### src/inc/pmr_map.vh
`ifndef PMR_MAP_VH
`define PMR_MAP_VH

// ==========================================================
// management register addresses
`define PMR_REG_CTRL      5'h00
`define PMR_REG_STAT      5'h01
`define PMR_REG_ID_HI     5'h02
`define PMR_REG_ID_LO     5'h03
`define PMR_REG_ADV       5'h04
`define PMR_REG_PART      5'h05
`define PMR_REG_CDIAG     5'h1D
`define PMR_REG_SPEC      5'h1F

// ==========================================================
// basic control bit positions
`define PMR_CTL_SRST      15
`define PMR_CTL_AN_ON     12
`define PMR_CTL_FDX       8
`define PMR_CTL_XALG      5
`define PMR_CTL_FMDI      4
`define PMR_CTL_NOAMDIX   3
`define PMR_CTL_NOFEF     2
`define PMR_CTL_NOTX      1
`define PMR_CTL_NOLED     0

// basic control reset values
`define PMR_AN_ON_RST     1'h1
`define PMR_FDX_RST       1'h1
`define PMR_XALG_RST      1'h1
`define PMR_FMDI_RST      1'h0
`define PMR_NOAMDIX_RST   1'h0
`define PMR_NOFEF_RST     1'h0
`define PMR_NOTX_RST      1'h0
`define PMR_NOLED_RST     1'h0

// ==========================================================
// status, advertisement and partner constants
`define PMR_STAT_CONST    16'h7808
`define PMR_ADV_PAUSE     10
`define PMR_ADV_B9        9
`define PMR_ADV_ABIL_LSB  5
`define PMR_ADV_CONST     16'h0801
`define PMR_PAUSE_RST     1'h1
`define PMR_B9_RST        1'h0
`define PMR_ABIL_RST      4'hF
`define PMR_PART_MASK     16'h05E0
`define PMR_PART_CONST    16'h0001

// ==========================================================
// serial management frame
`define PMR_PRE_BITS      6'h20
`define PMR_OP_RD         2'h2
`define PMR_OP_WR         2'h1
`define PMR_HDR_LAST      5'h0C
`define PMR_TA_LAST       5'h01
`define PMR_WR_LAST       5'h0F
`define PMR_RD_BITS       5'h10

// ==========================================================
// timing
`define PMR_CLK_PERIOD_NS 40
`define PMR_SRST_TIME_NS  1000
`define PMR_SRST_CYCLES   ((`PMR_SRST_TIME_NS + `PMR_CLK_PERIOD_NS - 1) / `PMR_CLK_PERIOD_NS)

`endif

### src/rtl/pmr_phy_regs.v
// Overview of operation
// - control bit 8 selects full duplex
// - control bit 5 picks crossover algorithm
// - bit 4 forces MDI or MDIX
// - bit 2 suppresses far-end fault detection
// - bit 1 stops the transmitter
// - bit 0 turns LEDs off
// - status 14..11 ones, bit 15 zero
// - status 5 shows negotiation done
// - status 4 shows far-end fault
// - status 3 reads constant one
// - status 2 shows link state
// - status 0, 10..6, 1 read zero
// - identifier split over addresses 2, 3
// - advertisement bit 10 offers pause
// - advertisement bits 8..5 offer abilities
// - selector 00001, 12..11 01, 15..13 zero
// - answer own address, known registers only
// - control bit 12 enables negotiation
// - control bit 15 self-clearing soft reset
`timescale 1ns/10ps
`default_nettype none
`include "pmr_map.vh"

module pmr_phy_regs #(
  parameter [4:0]  PHY_ADDR = 5'h01,   // port address, 1 to 3
  parameter [15:0] ID_HI    = 16'h0123, // arbitrary value
  parameter [15:0] ID_LO    = 16'h4567  // arbitrary value
) (
  // clock and reset
  input  wire        ref_clk_in,
  input  wire        reset_in,
  // management serial pins
  input  wire        mdc_in,
  input  wire        mdio_in,
  output wire        mdio_out,
  output wire        mdio_oe_n_out,
  // port state from the phy
  input  wire        negotiation_done_in,
  input  wire        far_fault_in,
  input  wire        link_up_in,
  input  wire [15:0] partner_ability_in,
  // port controls
  output wire        soft_reset_out,
  output wire        negotiation_on_out,
  output wire        full_duplex_out,
  output wire        crossover_algorithm_select_out,
  output wire        force_mdi_out,
  output wire        auto_mdix_off_out,
  output wire        far_fault_off_out,
  output wire        tx_off_out,
  output wire        led_off_out,
  // advertised abilities
  output wire        adv_pause_out,
  output wire [3:0]  adv_ability_out
);

  // ==========================================================
  // frame states, one-hot
  localparam [4:0] S_PRE = 5'h01; // preamble hunt
  localparam [4:0] S_HDR = 5'h02; // start, op, addresses
  localparam [4:0] S_TA  = 5'h04; // turnaround
  localparam [4:0] S_RD  = 5'h08; // shift read data out
  localparam [4:0] S_WR  = 5'h10; // shift write data in

  // ==========================================================
  // functions
  // register addresses this port answers
  function pmr_known;
    input [4:0] ra;
    begin
      pmr_known = (ra <= `PMR_REG_PART) ||
                  (ra == `PMR_REG_CDIAG) ||
                  (ra == `PMR_REG_SPEC);
    end
  endfunction

  // ==========================================================
  // synchronisers and frame state
  reg        mdc_s1_q;   // first stage, clock pin
  reg        mdc_s2_q;   // second stage
  reg        mdc_s3_q;   // edge history
  reg        mdio_s1_q;  // first stage, data pin
  reg        mdio_s2_q;  // second stage
  reg [4:0]  state_q;    // frame state
  reg [5:0]  pre_cnt_q;  // consecutive preamble ones
  reg [4:0]  bit_cnt_q;  // bit position within a field
  reg [11:0] hdr_q;      // header bits so far
  reg        rd_op_q;    // current frame is a read
  reg [4:0]  reg_q;      // addressed register
  reg [15:0] rd_sh_q;    // read data shifter
  reg [15:0] wr_sh_q;    // write data shifter
  reg        mdo_q;      // pin data out
  reg        mdo_oe_n_q; // pin enable, low drives
  reg        wr_stb_q;   // one-cycle write commit
  reg [4:0]  wr_reg_q;   // write target
  reg [15:0] wr_dat_q;   // write value

  // ==========================================================
  // register state
  reg        an_on_q;    // negotiation enabled
  reg        fdx_q;      // forced full duplex
  reg        xalg_q;     // crossover algorithm choice
  reg        fmdi_q;     // forced straight mode
  reg        noamdix_q;  // automatic crossover off
  reg        nofef_q;    // far-end fault ignored
  reg        notx_q;     // transmitter off
  reg        noled_q;    // leds off
  reg        pause_q;    // advertise pause
  reg        b9_q;       // spare writable bit
  reg [3:0]  abil_q;     // advertise 100f,100h,10f,10h
  reg        an_dn_q;    // negotiation done, sampled
  reg        fef_q;      // far-end fault, sampled
  reg        link_q;     // link up, sampled
  reg [15:0] part_q;     // partner ability, sampled
  reg        srst_go_q;  // soft reset request pulse

  wire        srst_busy;  // soft reset running
  wire        mdc_rise;   // rising edge of the clock pin
  wire        din;        // sampled data bit
  wire [12:0] hdr_full;   // header with the newest bit
  reg  [15:0] rd_word;    // read data for an address

  assign mdc_rise = mdc_s2_q & ~mdc_s3_q;
  assign din      = mdio_s2_q;
  assign hdr_full = {hdr_q, din};

  // ==========================================================
  // pin synchronisers; only the second stage and the clock's edge history are looked at
  always @(posedge ref_clk_in) begin
    if (reset_in) begin
      mdc_s1_q  <= 1'b0;
      mdc_s2_q  <= 1'b0;
      mdc_s3_q  <= 1'b0;
      mdio_s1_q <= 1'b1;
      mdio_s2_q <= 1'b1;
    end else begin
      mdc_s1_q  <= mdc_in;
      mdc_s2_q  <= mdc_s1_q;
      mdc_s3_q  <= mdc_s2_q;
      mdio_s1_q <= mdio_in;
      mdio_s2_q <= mdio_s1_q;
    end
  end

  // ==========================================================
  // read data selection
  always @* begin
    case (hdr_full[4:0])
      // control: upper mode bits outside this block read zero
      `PMR_REG_CTRL: begin
        rd_word = {srst_busy, 2'b00, an_on_q, 3'b000, fdx_q, 2'b00,
                   xalg_q, fmdi_q, noamdix_q, nofef_q, notx_q, noled_q};
      end
      // status: constant abilities merged with live state
      `PMR_REG_STAT: begin
        rd_word = `PMR_STAT_CONST |
                  {10'h000, an_dn_q, fef_q, 1'b0, link_q, 2'b00};
      end
      // identifier words
      `PMR_REG_ID_HI: rd_word = ID_HI;
      `PMR_REG_ID_LO: rd_word = ID_LO;
      // advertisement: fixed selector and reserved pattern
      `PMR_REG_ADV: begin
        rd_word = `PMR_ADV_CONST |
                  {5'h00, pause_q, b9_q, abil_q, 5'h00};
      end
      `PMR_REG_PART: rd_word = part_q;
      // diagnostic and special registers answer zero here
      default: rd_word = 16'h0000;
    endcase
  end

  // ==========================================================
  // serial frame engine, acts once per rising pin clock edge
  always @(posedge ref_clk_in) begin
    if (reset_in) begin
      state_q    <= S_PRE;
      pre_cnt_q  <= 6'h00;
      bit_cnt_q  <= 5'h00;
      hdr_q      <= 12'h000;
      rd_op_q    <= 1'b0;
      reg_q      <= 5'h00;
      rd_sh_q    <= 16'h0000;
      wr_sh_q    <= 16'h0000;
      mdo_q      <= 1'b1;
      mdo_oe_n_q <= 1'b1;
      wr_stb_q   <= 1'b0;
      wr_reg_q   <= 5'h00;
      wr_dat_q   <= 16'h0000;
    end else begin
      // commit strobe lasts one cycle
      wr_stb_q <= 1'b0;
      if (mdc_rise) begin
        case (state_q)
          // count ones; a zero after enough ones opens a frame
          S_PRE: begin
            if (din) begin
              if (pre_cnt_q != `PMR_PRE_BITS) begin
                pre_cnt_q <= pre_cnt_q + 6'h01;
              end
            end else begin
              if (pre_cnt_q == `PMR_PRE_BITS) begin
                state_q   <= S_HDR;
                bit_cnt_q <= 5'h00;
              end
              pre_cnt_q <= 6'h00;
            end
          end
          // gather start bit, opcode, port and register address
          S_HDR: begin
            hdr_q     <= hdr_full[11:0];
            bit_cnt_q <= bit_cnt_q + 5'h01;
            if (bit_cnt_q == `PMR_HDR_LAST) begin
              bit_cnt_q <= 5'h00;
              // foreign address or unknown register: stay silent
              if (hdr_full[12] &&
                  ((hdr_full[11:10] == `PMR_OP_RD) ||
                   (hdr_full[11:10] == `PMR_OP_WR)) &&
                  (hdr_full[9:5] == PHY_ADDR) &&
                  pmr_known(hdr_full[4:0])) begin
                state_q <= S_TA;
                rd_op_q <= (hdr_full[11:10] == `PMR_OP_RD);
                reg_q   <= hdr_full[4:0];
                rd_sh_q <= rd_word;
              end else begin
                state_q <= S_PRE;
              end
            end
          end
          // read: drive the turnaround zero; write: skip two bits
          S_TA: begin
            if (rd_op_q) begin
              mdo_q      <= 1'b0;
              mdo_oe_n_q <= 1'b0;
              state_q    <= S_RD;
              bit_cnt_q  <= 5'h00;
            end else if (bit_cnt_q == `PMR_TA_LAST) begin
              state_q   <= S_WR;
              bit_cnt_q <= 5'h00;
            end else begin
              bit_cnt_q <= bit_cnt_q + 5'h01;
            end
          end
          // most significant bit first, release after the last
          S_RD: begin
            if (bit_cnt_q == `PMR_RD_BITS) begin
              mdo_q      <= 1'b1;
              mdo_oe_n_q <= 1'b1;
              state_q    <= S_PRE;
            end else begin
              mdo_q     <= rd_sh_q[15];
              rd_sh_q   <= {rd_sh_q[14:0], 1'b0};
              bit_cnt_q <= bit_cnt_q + 5'h01;
            end
          end
          // collect data; write happens only on a complete word
          S_WR: begin
            wr_sh_q   <= {wr_sh_q[14:0], din};
            bit_cnt_q <= bit_cnt_q + 5'h01;
            if (bit_cnt_q == `PMR_WR_LAST) begin
              wr_stb_q <= 1'b1;
              wr_reg_q <= reg_q;
              wr_dat_q <= {wr_sh_q[14:0], din};
              state_q  <= S_PRE;
            end
          end
          default: begin
            state_q    <= S_PRE;
            mdo_oe_n_q <= 1'b1;
          end
        endcase
      end
    end
  end

  // ==========================================================
  // writable control and advertisement bits
  // soft reset holds them at defaults until it ends, so a write
  // that lands during the reset is lost on purpose
  always @(posedge ref_clk_in) begin
    srst_go_q <= 1'b0;
    if (reset_in || srst_busy) begin
      an_on_q   <= `PMR_AN_ON_RST;
      fdx_q     <= `PMR_FDX_RST;
      xalg_q    <= `PMR_XALG_RST;
      fmdi_q    <= `PMR_FMDI_RST;
      noamdix_q <= `PMR_NOAMDIX_RST;
      nofef_q   <= `PMR_NOFEF_RST;
      notx_q    <= `PMR_NOTX_RST;
      noled_q   <= `PMR_NOLED_RST;
      pause_q   <= `PMR_PAUSE_RST;
      b9_q      <= `PMR_B9_RST;
      abil_q    <= `PMR_ABIL_RST;
    end else if (wr_stb_q) begin
      case (wr_reg_q)
        // control: only the implemented bits take the value
        `PMR_REG_CTRL: begin
          srst_go_q <= wr_dat_q[`PMR_CTL_SRST];
          an_on_q   <= wr_dat_q[`PMR_CTL_AN_ON];
          fdx_q     <= wr_dat_q[`PMR_CTL_FDX];
          xalg_q    <= wr_dat_q[`PMR_CTL_XALG];
          fmdi_q    <= wr_dat_q[`PMR_CTL_FMDI];
          noamdix_q <= wr_dat_q[`PMR_CTL_NOAMDIX];
          nofef_q   <= wr_dat_q[`PMR_CTL_NOFEF];
          notx_q    <= wr_dat_q[`PMR_CTL_NOTX];
          noled_q   <= wr_dat_q[`PMR_CTL_NOLED];
        end
        // advertisement: selector and reserved bits stay fixed
        `PMR_REG_ADV: begin
          pause_q <= wr_dat_q[`PMR_ADV_PAUSE];
          b9_q    <= wr_dat_q[`PMR_ADV_B9];
          abil_q  <= wr_dat_q[`PMR_ADV_ABIL_LSB +: 4];
        end
        // read-only registers drop the write
        default: begin
          an_on_q <= an_on_q;
        end
      endcase
    end
  end

  // ==========================================================
  // live status sampled each cycle; either reset clears it, partner word to PMR_PART_CONST
  always @(posedge ref_clk_in) begin
    if (reset_in || srst_busy) begin
      an_dn_q <= 1'b0;
      fef_q   <= 1'b0;
      link_q  <= 1'b0;
      part_q  <= `PMR_PART_CONST;
    end else begin
      an_dn_q <= negotiation_done_in;
      fef_q   <= far_fault_in & ~nofef_q;
      link_q  <= link_up_in;
      part_q  <= (partner_ability_in & `PMR_PART_MASK) | `PMR_PART_CONST;
    end
  end

  // ==========================================================
  // soft reset timer
  pmr_soft_reset u_srst (
    .ref_clk_in (ref_clk_in),
    .reset_in   (reset_in),
    .start_in   (srst_go_q),
    .busy_out   (srst_busy)
  );

  // ==========================================================
  // outputs, all straight from flops
  assign mdio_out                       = mdo_q;
  assign mdio_oe_n_out                  = mdo_oe_n_q;
  assign soft_reset_out                 = srst_busy;
  assign negotiation_on_out             = an_on_q;
  assign full_duplex_out                = fdx_q;
  assign crossover_algorithm_select_out = xalg_q;
  assign force_mdi_out                  = fmdi_q;
  assign auto_mdix_off_out              = noamdix_q;
  assign far_fault_off_out              = nofef_q;
  assign tx_off_out                     = notx_q;
  assign led_off_out                    = noled_q;
  assign adv_pause_out                  = pause_q;
  assign adv_ability_out                = abil_q;

endmodule // pmr_phy_regs

`default_nettype wire

### src/rtl/pmr_soft_reset.v
`timescale 1ns/10ps
`default_nettype none
`include "pmr_map.vh"

module pmr_soft_reset (
  // clock and reset
  input  wire ref_clk_in,
  input  wire reset_in,
  // control
  input  wire start_in,
  output wire busy_out
);

  // ==========================================================
  // constants
  localparam integer SRST_CYC = `PMR_SRST_CYCLES;
  localparam [7:0]   SRST_LD  = SRST_CYC[7:0] - 8'h01;

  reg       busy_q;  // soft reset in progress
  reg [7:0] cnt_q;   // cycles left

  // ==========================================================
  // timed soft reset; a restart while busy is ignored
  always @(posedge ref_clk_in) begin
    if (reset_in) begin
      busy_q <= 1'b0;
      cnt_q  <= 8'h00;
    end else if (busy_q) begin
      // self clearing once the count runs out
      if (cnt_q == 8'h00) begin
        busy_q <= 1'b0;
      end else begin
        cnt_q <= cnt_q - 8'h01;
      end
    end else if (start_in) begin
      busy_q <= 1'b1;
      cnt_q  <= SRST_LD;
    end
  end

  assign busy_out = busy_q;

endmodule // pmr_soft_reset

`default_nettype wire

### config.mk
export PLATFORM = sky130hd
export DESIGN_NAME = pmr_phy_regs
export DESIGN_NICKNAME = d
export VERILOG_FILES = /design/src/rtl/pmr_phy_regs.v /design/src/rtl/pmr_soft_reset.v
export VERILOG_INCLUDE_DIRS = /design/src /design/src/inc
export SDC_FILE = /design/constraint.sdc
export NUM_CORES = 1
export LEC_CHECK = 0
export BUFFER_PORTS_ARGS = -buffer_cell sky130_fd_sc_hd__buf_2
export CAP_MARGIN = 15
export CORE_ASPECT_RATIO = 0.75
export CORE_UTILIZATION = 54
export CTS_CLUSTER_SIZE = 28
export DETAILED_ROUTE_END_ITERATION = 12
export HOLD_SLACK_MARGIN = 0.12
export PLACE_DENSITY = 0.84
export SLEW_MARGIN = 20
export SYNTH_ARGS = -nofsm -noshare
export SYNTH_HDL_FRONTEND = slang
export SYNTH_SLANG_ARGS = --single-unit
export TNS_END_PERCENT = 30
### constraint.sdc
create_clock -name ref_clk_in -period 2.1 [get_ports ref_clk_in]
set_input_delay 0.315 -clock ref_clk_in [delete_from_list [all_inputs] [get_ports ref_clk_in]]
set_output_delay 0.315 -clock ref_clk_in [all_outputs]
set_load 0.05 [all_outputs]
==> flow_summary.ini <==
[synth]
synth_cell_types = 68
synth_top_family_by_area = simple AND/OR/NAND/NOR gates
synth-simple-area-share_pct = 22.87
netlist_area_um2 = 5379
synth_edf_count = 0
synthCells = 613
synth-compound-area-share_pct = 15.63
yosysSeqAreaShare_pct = 45.78
ys_ff_latch = 123
ys.flop_type = dfxtp_1
synth_mux_area_share_pct = 8.002
yosys_warnings = 0
synth_top_cell_area_share_pct = 45.78
synth-xor-area-share_pct = 1.954
synth.avg_cell_area_um2 = 8.775
synthAdderAreaFrac_pct = 1.861
syn-num-nets = 644
synth_top_area_cell = dfxtp_1
synth_area_leaders = dfxtp_1, mux2i_1, a21oi_1
async_flop_share_pct = 0

[sta]
drv_slew = 0
period_needed_ns = 2.061
setup_viol = 0
fmax_mhz = 485.2
whs_ns = 0.1927
fin_skew_ns = 0.007104
hold_viol = 0
period_share_pct = 98.15
worst_pin_slew_ns = 0.7359
rsz0062_at_grt = yes
maxSlewHeadroom_pct = 50.94

[clocking]
clock_latency_ns = 0.42
cts_sinks = 123
cts_tree = done
cts_root_buf = clkbuf_16
clockBufferDepth = 2
ctsHtreeMaxLevel = 4
cts-buffers-inserted = 17
cts.clk_slew.worst_paths_ns = 0.06

[cells_and_area]
instances_no_fill = 819
fin_util_pct = 68.58
area_growth_pct = 23.14
drive_gt1_share_pct = 20.23
nFillCells = 683
finalNetCount = 705
layout_common_cells = dfxtp_1, nor2_1, nand2_1, a21oi_1, mux2i_1
diodes = 0
design_area_um2 = 6624
final_common_cell = dfxtp_1

[critical_path]
setup.worst_path.end_class = flop
cp.arrival_ns = 2.38
reg2reg_from = bit_cnt_q[0]$_SDFFE_PP0P_
slowest_stage = a21oi_2
cpPeakStageDelay_ns = 0.58
crit_required_ns = 2.42
crit_chain = inv_1 -> ha_1 -> and4bb_2 -> a21oi_2 -> a21oi_1 -> a211oi_1
cp-start-kind = flop
worstPathMaxFanout = 14
startpoint = bit_cnt_q[0]$_SDFFE_PP0P_
path_delay_family = compound AO/OA/AOI/OAI gates
path_buf_inv = 1
worst-setup-path-type = reg -> reg

[routing]
drt-initial-drc-count = 516
drt-total-wl_um = 13600
antenna_left = 0
drc = 0
viasPerCell = 5.889
wl_per_cell_um = 16.60
dr.pass1.iters = 6
vias = 4823

[job]
maxCapViolCount = 0

[floorplan]
io_pins = 39
core_um2 = 9658
dieArea_um2 = 10370
die-height_um = 88.44
initial_utilization_pct = 55.69
die_width_um = 117.2
rows = 31

[placement]
io_buffers = 27
placed_cells = 776
dpl.hpwl_um = 8570
post_dp_cell_area_um2 = 5834
gp_congestion = 0.9300

[global_route]
grt_pass1_vias = 4569
overflow = 0
grt_antenna_before_repair = 0
grt_max_degree = 49
grt_pass1_wl_um = 21680
grt_use_total_pct = 27.72

[power]
leakagePower_nw = 2.652
ir_drop_mv = 0.6711
power_density_nw_per_um2 = 802.7

[worst_hold_path]
holdCritPathClass = in -> reg
hp-start = far_fault_in

[run_status]
run_status = finished, final reports clean
==> worst reg2reg max path, cell delays in order, from the launching register on <==
cell and delay, ns:
dfxtp_2 0.37, inv_1 0.07, ha_1 0.22, and4bb_2 0.27, a21oi_2 0.58, a21oi_1 0.16, a211oi_1 0.29
==> layout make-up <==
class	instances	area [um^2]	area share [%]
inverters	16	60.06	0.9067
clock inverters	14	135.1	2.040
repair buffers	77	560.5	8.462
well taps	132	165.2	2.493
multi-input cells	439	2798	42.24
flip-flops and latches	123	2466	37.23
clock buffers	18	439.2	6.630
==> sequential cells by signal (all words and copies together), names as in the netlist, 4 cells and up <==
name	count
part_q	5
bit_cnt_q	5
state_q	5
pre_cnt_q	6
rd_sh_q	16
wr_reg_q	5
hdr_q	12
wr_dat_q	13
u_srst.cnt_q	8
wr_sh_q	15
adv_ability_out	4
reg_q	5
==> synth_stat cells, drive strengths merged (2+ instances only) <==
| master | number |
|---|---|
| dfxtp | 123 |
| nor2 | 72 |
| nand2 | 65 |
| a21oi | 62 |
| mux2i | 43 |
| clkbuf | 24 |
| nand3 | 21 |
| nor3 | 17 |
| inv | 16 |
| o21ai | 15 |
| a211oi | 12 |
| buf | 11 |
| and2 | 9 |
| ha | 8 |
| nor2b | 8 |
| nor4 | 8 |
| xor2 | 8 |
| nand2b | 7 |
| or3 | 7 |
| or2 | 6 |
| a21o | 5 |
| a311oi | 5 |
| a31oi | 4 |
| and3 | 4 |
| nand4 | 4 |
| o22ai | 4 |
| xnor2 | 4 |
| nor3b | 3 |
| o211ai | 3 |
| o21a | 3 |
| or4 | 3 |
| nand3b | 2 |
| nand4b | 2 |
| nor4b | 2 |
| o311ai | 2 |
| o31ai | 2 |
==> metrics by stage <==
stage          setup TNS [ns]  power (mW)  setup WS [ns]
4_1_cts                     0       5.331       0.008776
5_1_grt               -0.1905       5.443       -0.06236
3_3_place_gp         -0.08325       2.519       -0.03000
6_report                    0       5.317        0.03886
3_5_place_dp           -1.195       2.522        -0.1387
2_1_floorplan               0       2.477        0.06504
==> logic make-up (layout without fill, tap and decap cells) <==
| group | count (synthesis) | after routing |
|---|---|---|
| AOI/OAI and AO/OA | 130 | 130 |
| buffers and inverters | 51 | 125 |
| and+or+nand+nor | 246 | 246 |
| DFF | 123 | 123 |
| muxes | 43 | 43 |
| adders and majority gates | 8 | 8 |
| xor gates and xnor gates | 12 | 12 |
==> power breakdown <==
part	leakage [nW]	switching (mW)	internal, mW
logic	1.38	0.0843	0.0550
registers	0.996	0.00488	2.35
clock network	0.276	1.14	1.68
total	2.65	1.23	4.08
==> worst paths after layout <==
kind | endpoint | slack (ns) | cells past startpoint
hold / removal | fef_q$_SDFF_PP0_ | 0.19 | 2
setup / recovery | rd_sh_q[12]$_SDFFE_PP0P_ | 0.04 | 6
setup reg to reg | rd_sh_q[12]$_SDFFE_PP0P_ | 0.04 | 6
hold reg to reg | din$_SDFF_PP1_ | 0.41 | 1
==> layer usage <==
metal  share of wire, %  GRT usage (%)  routed length (um)
met4                2.7          13.23                 369
met5                  0              0                   0
met1                 44          35.13                6008
met2                 47          44.55                6336
met3                6.5          6.986                 883
==> what timing repair did <==
item                                   in CTS  in global routing
hold buffers                                9                  0
gates cloned                                0                  1
endpoints found under the hold margin       9                  0
buffers inserted                            0                  1
setup endpoints to repair                  14                 23
pin swaps                                   1                 13
gates resized for setup                     2                 25
No activity file was read; power rests on OpenSTA's default activity.
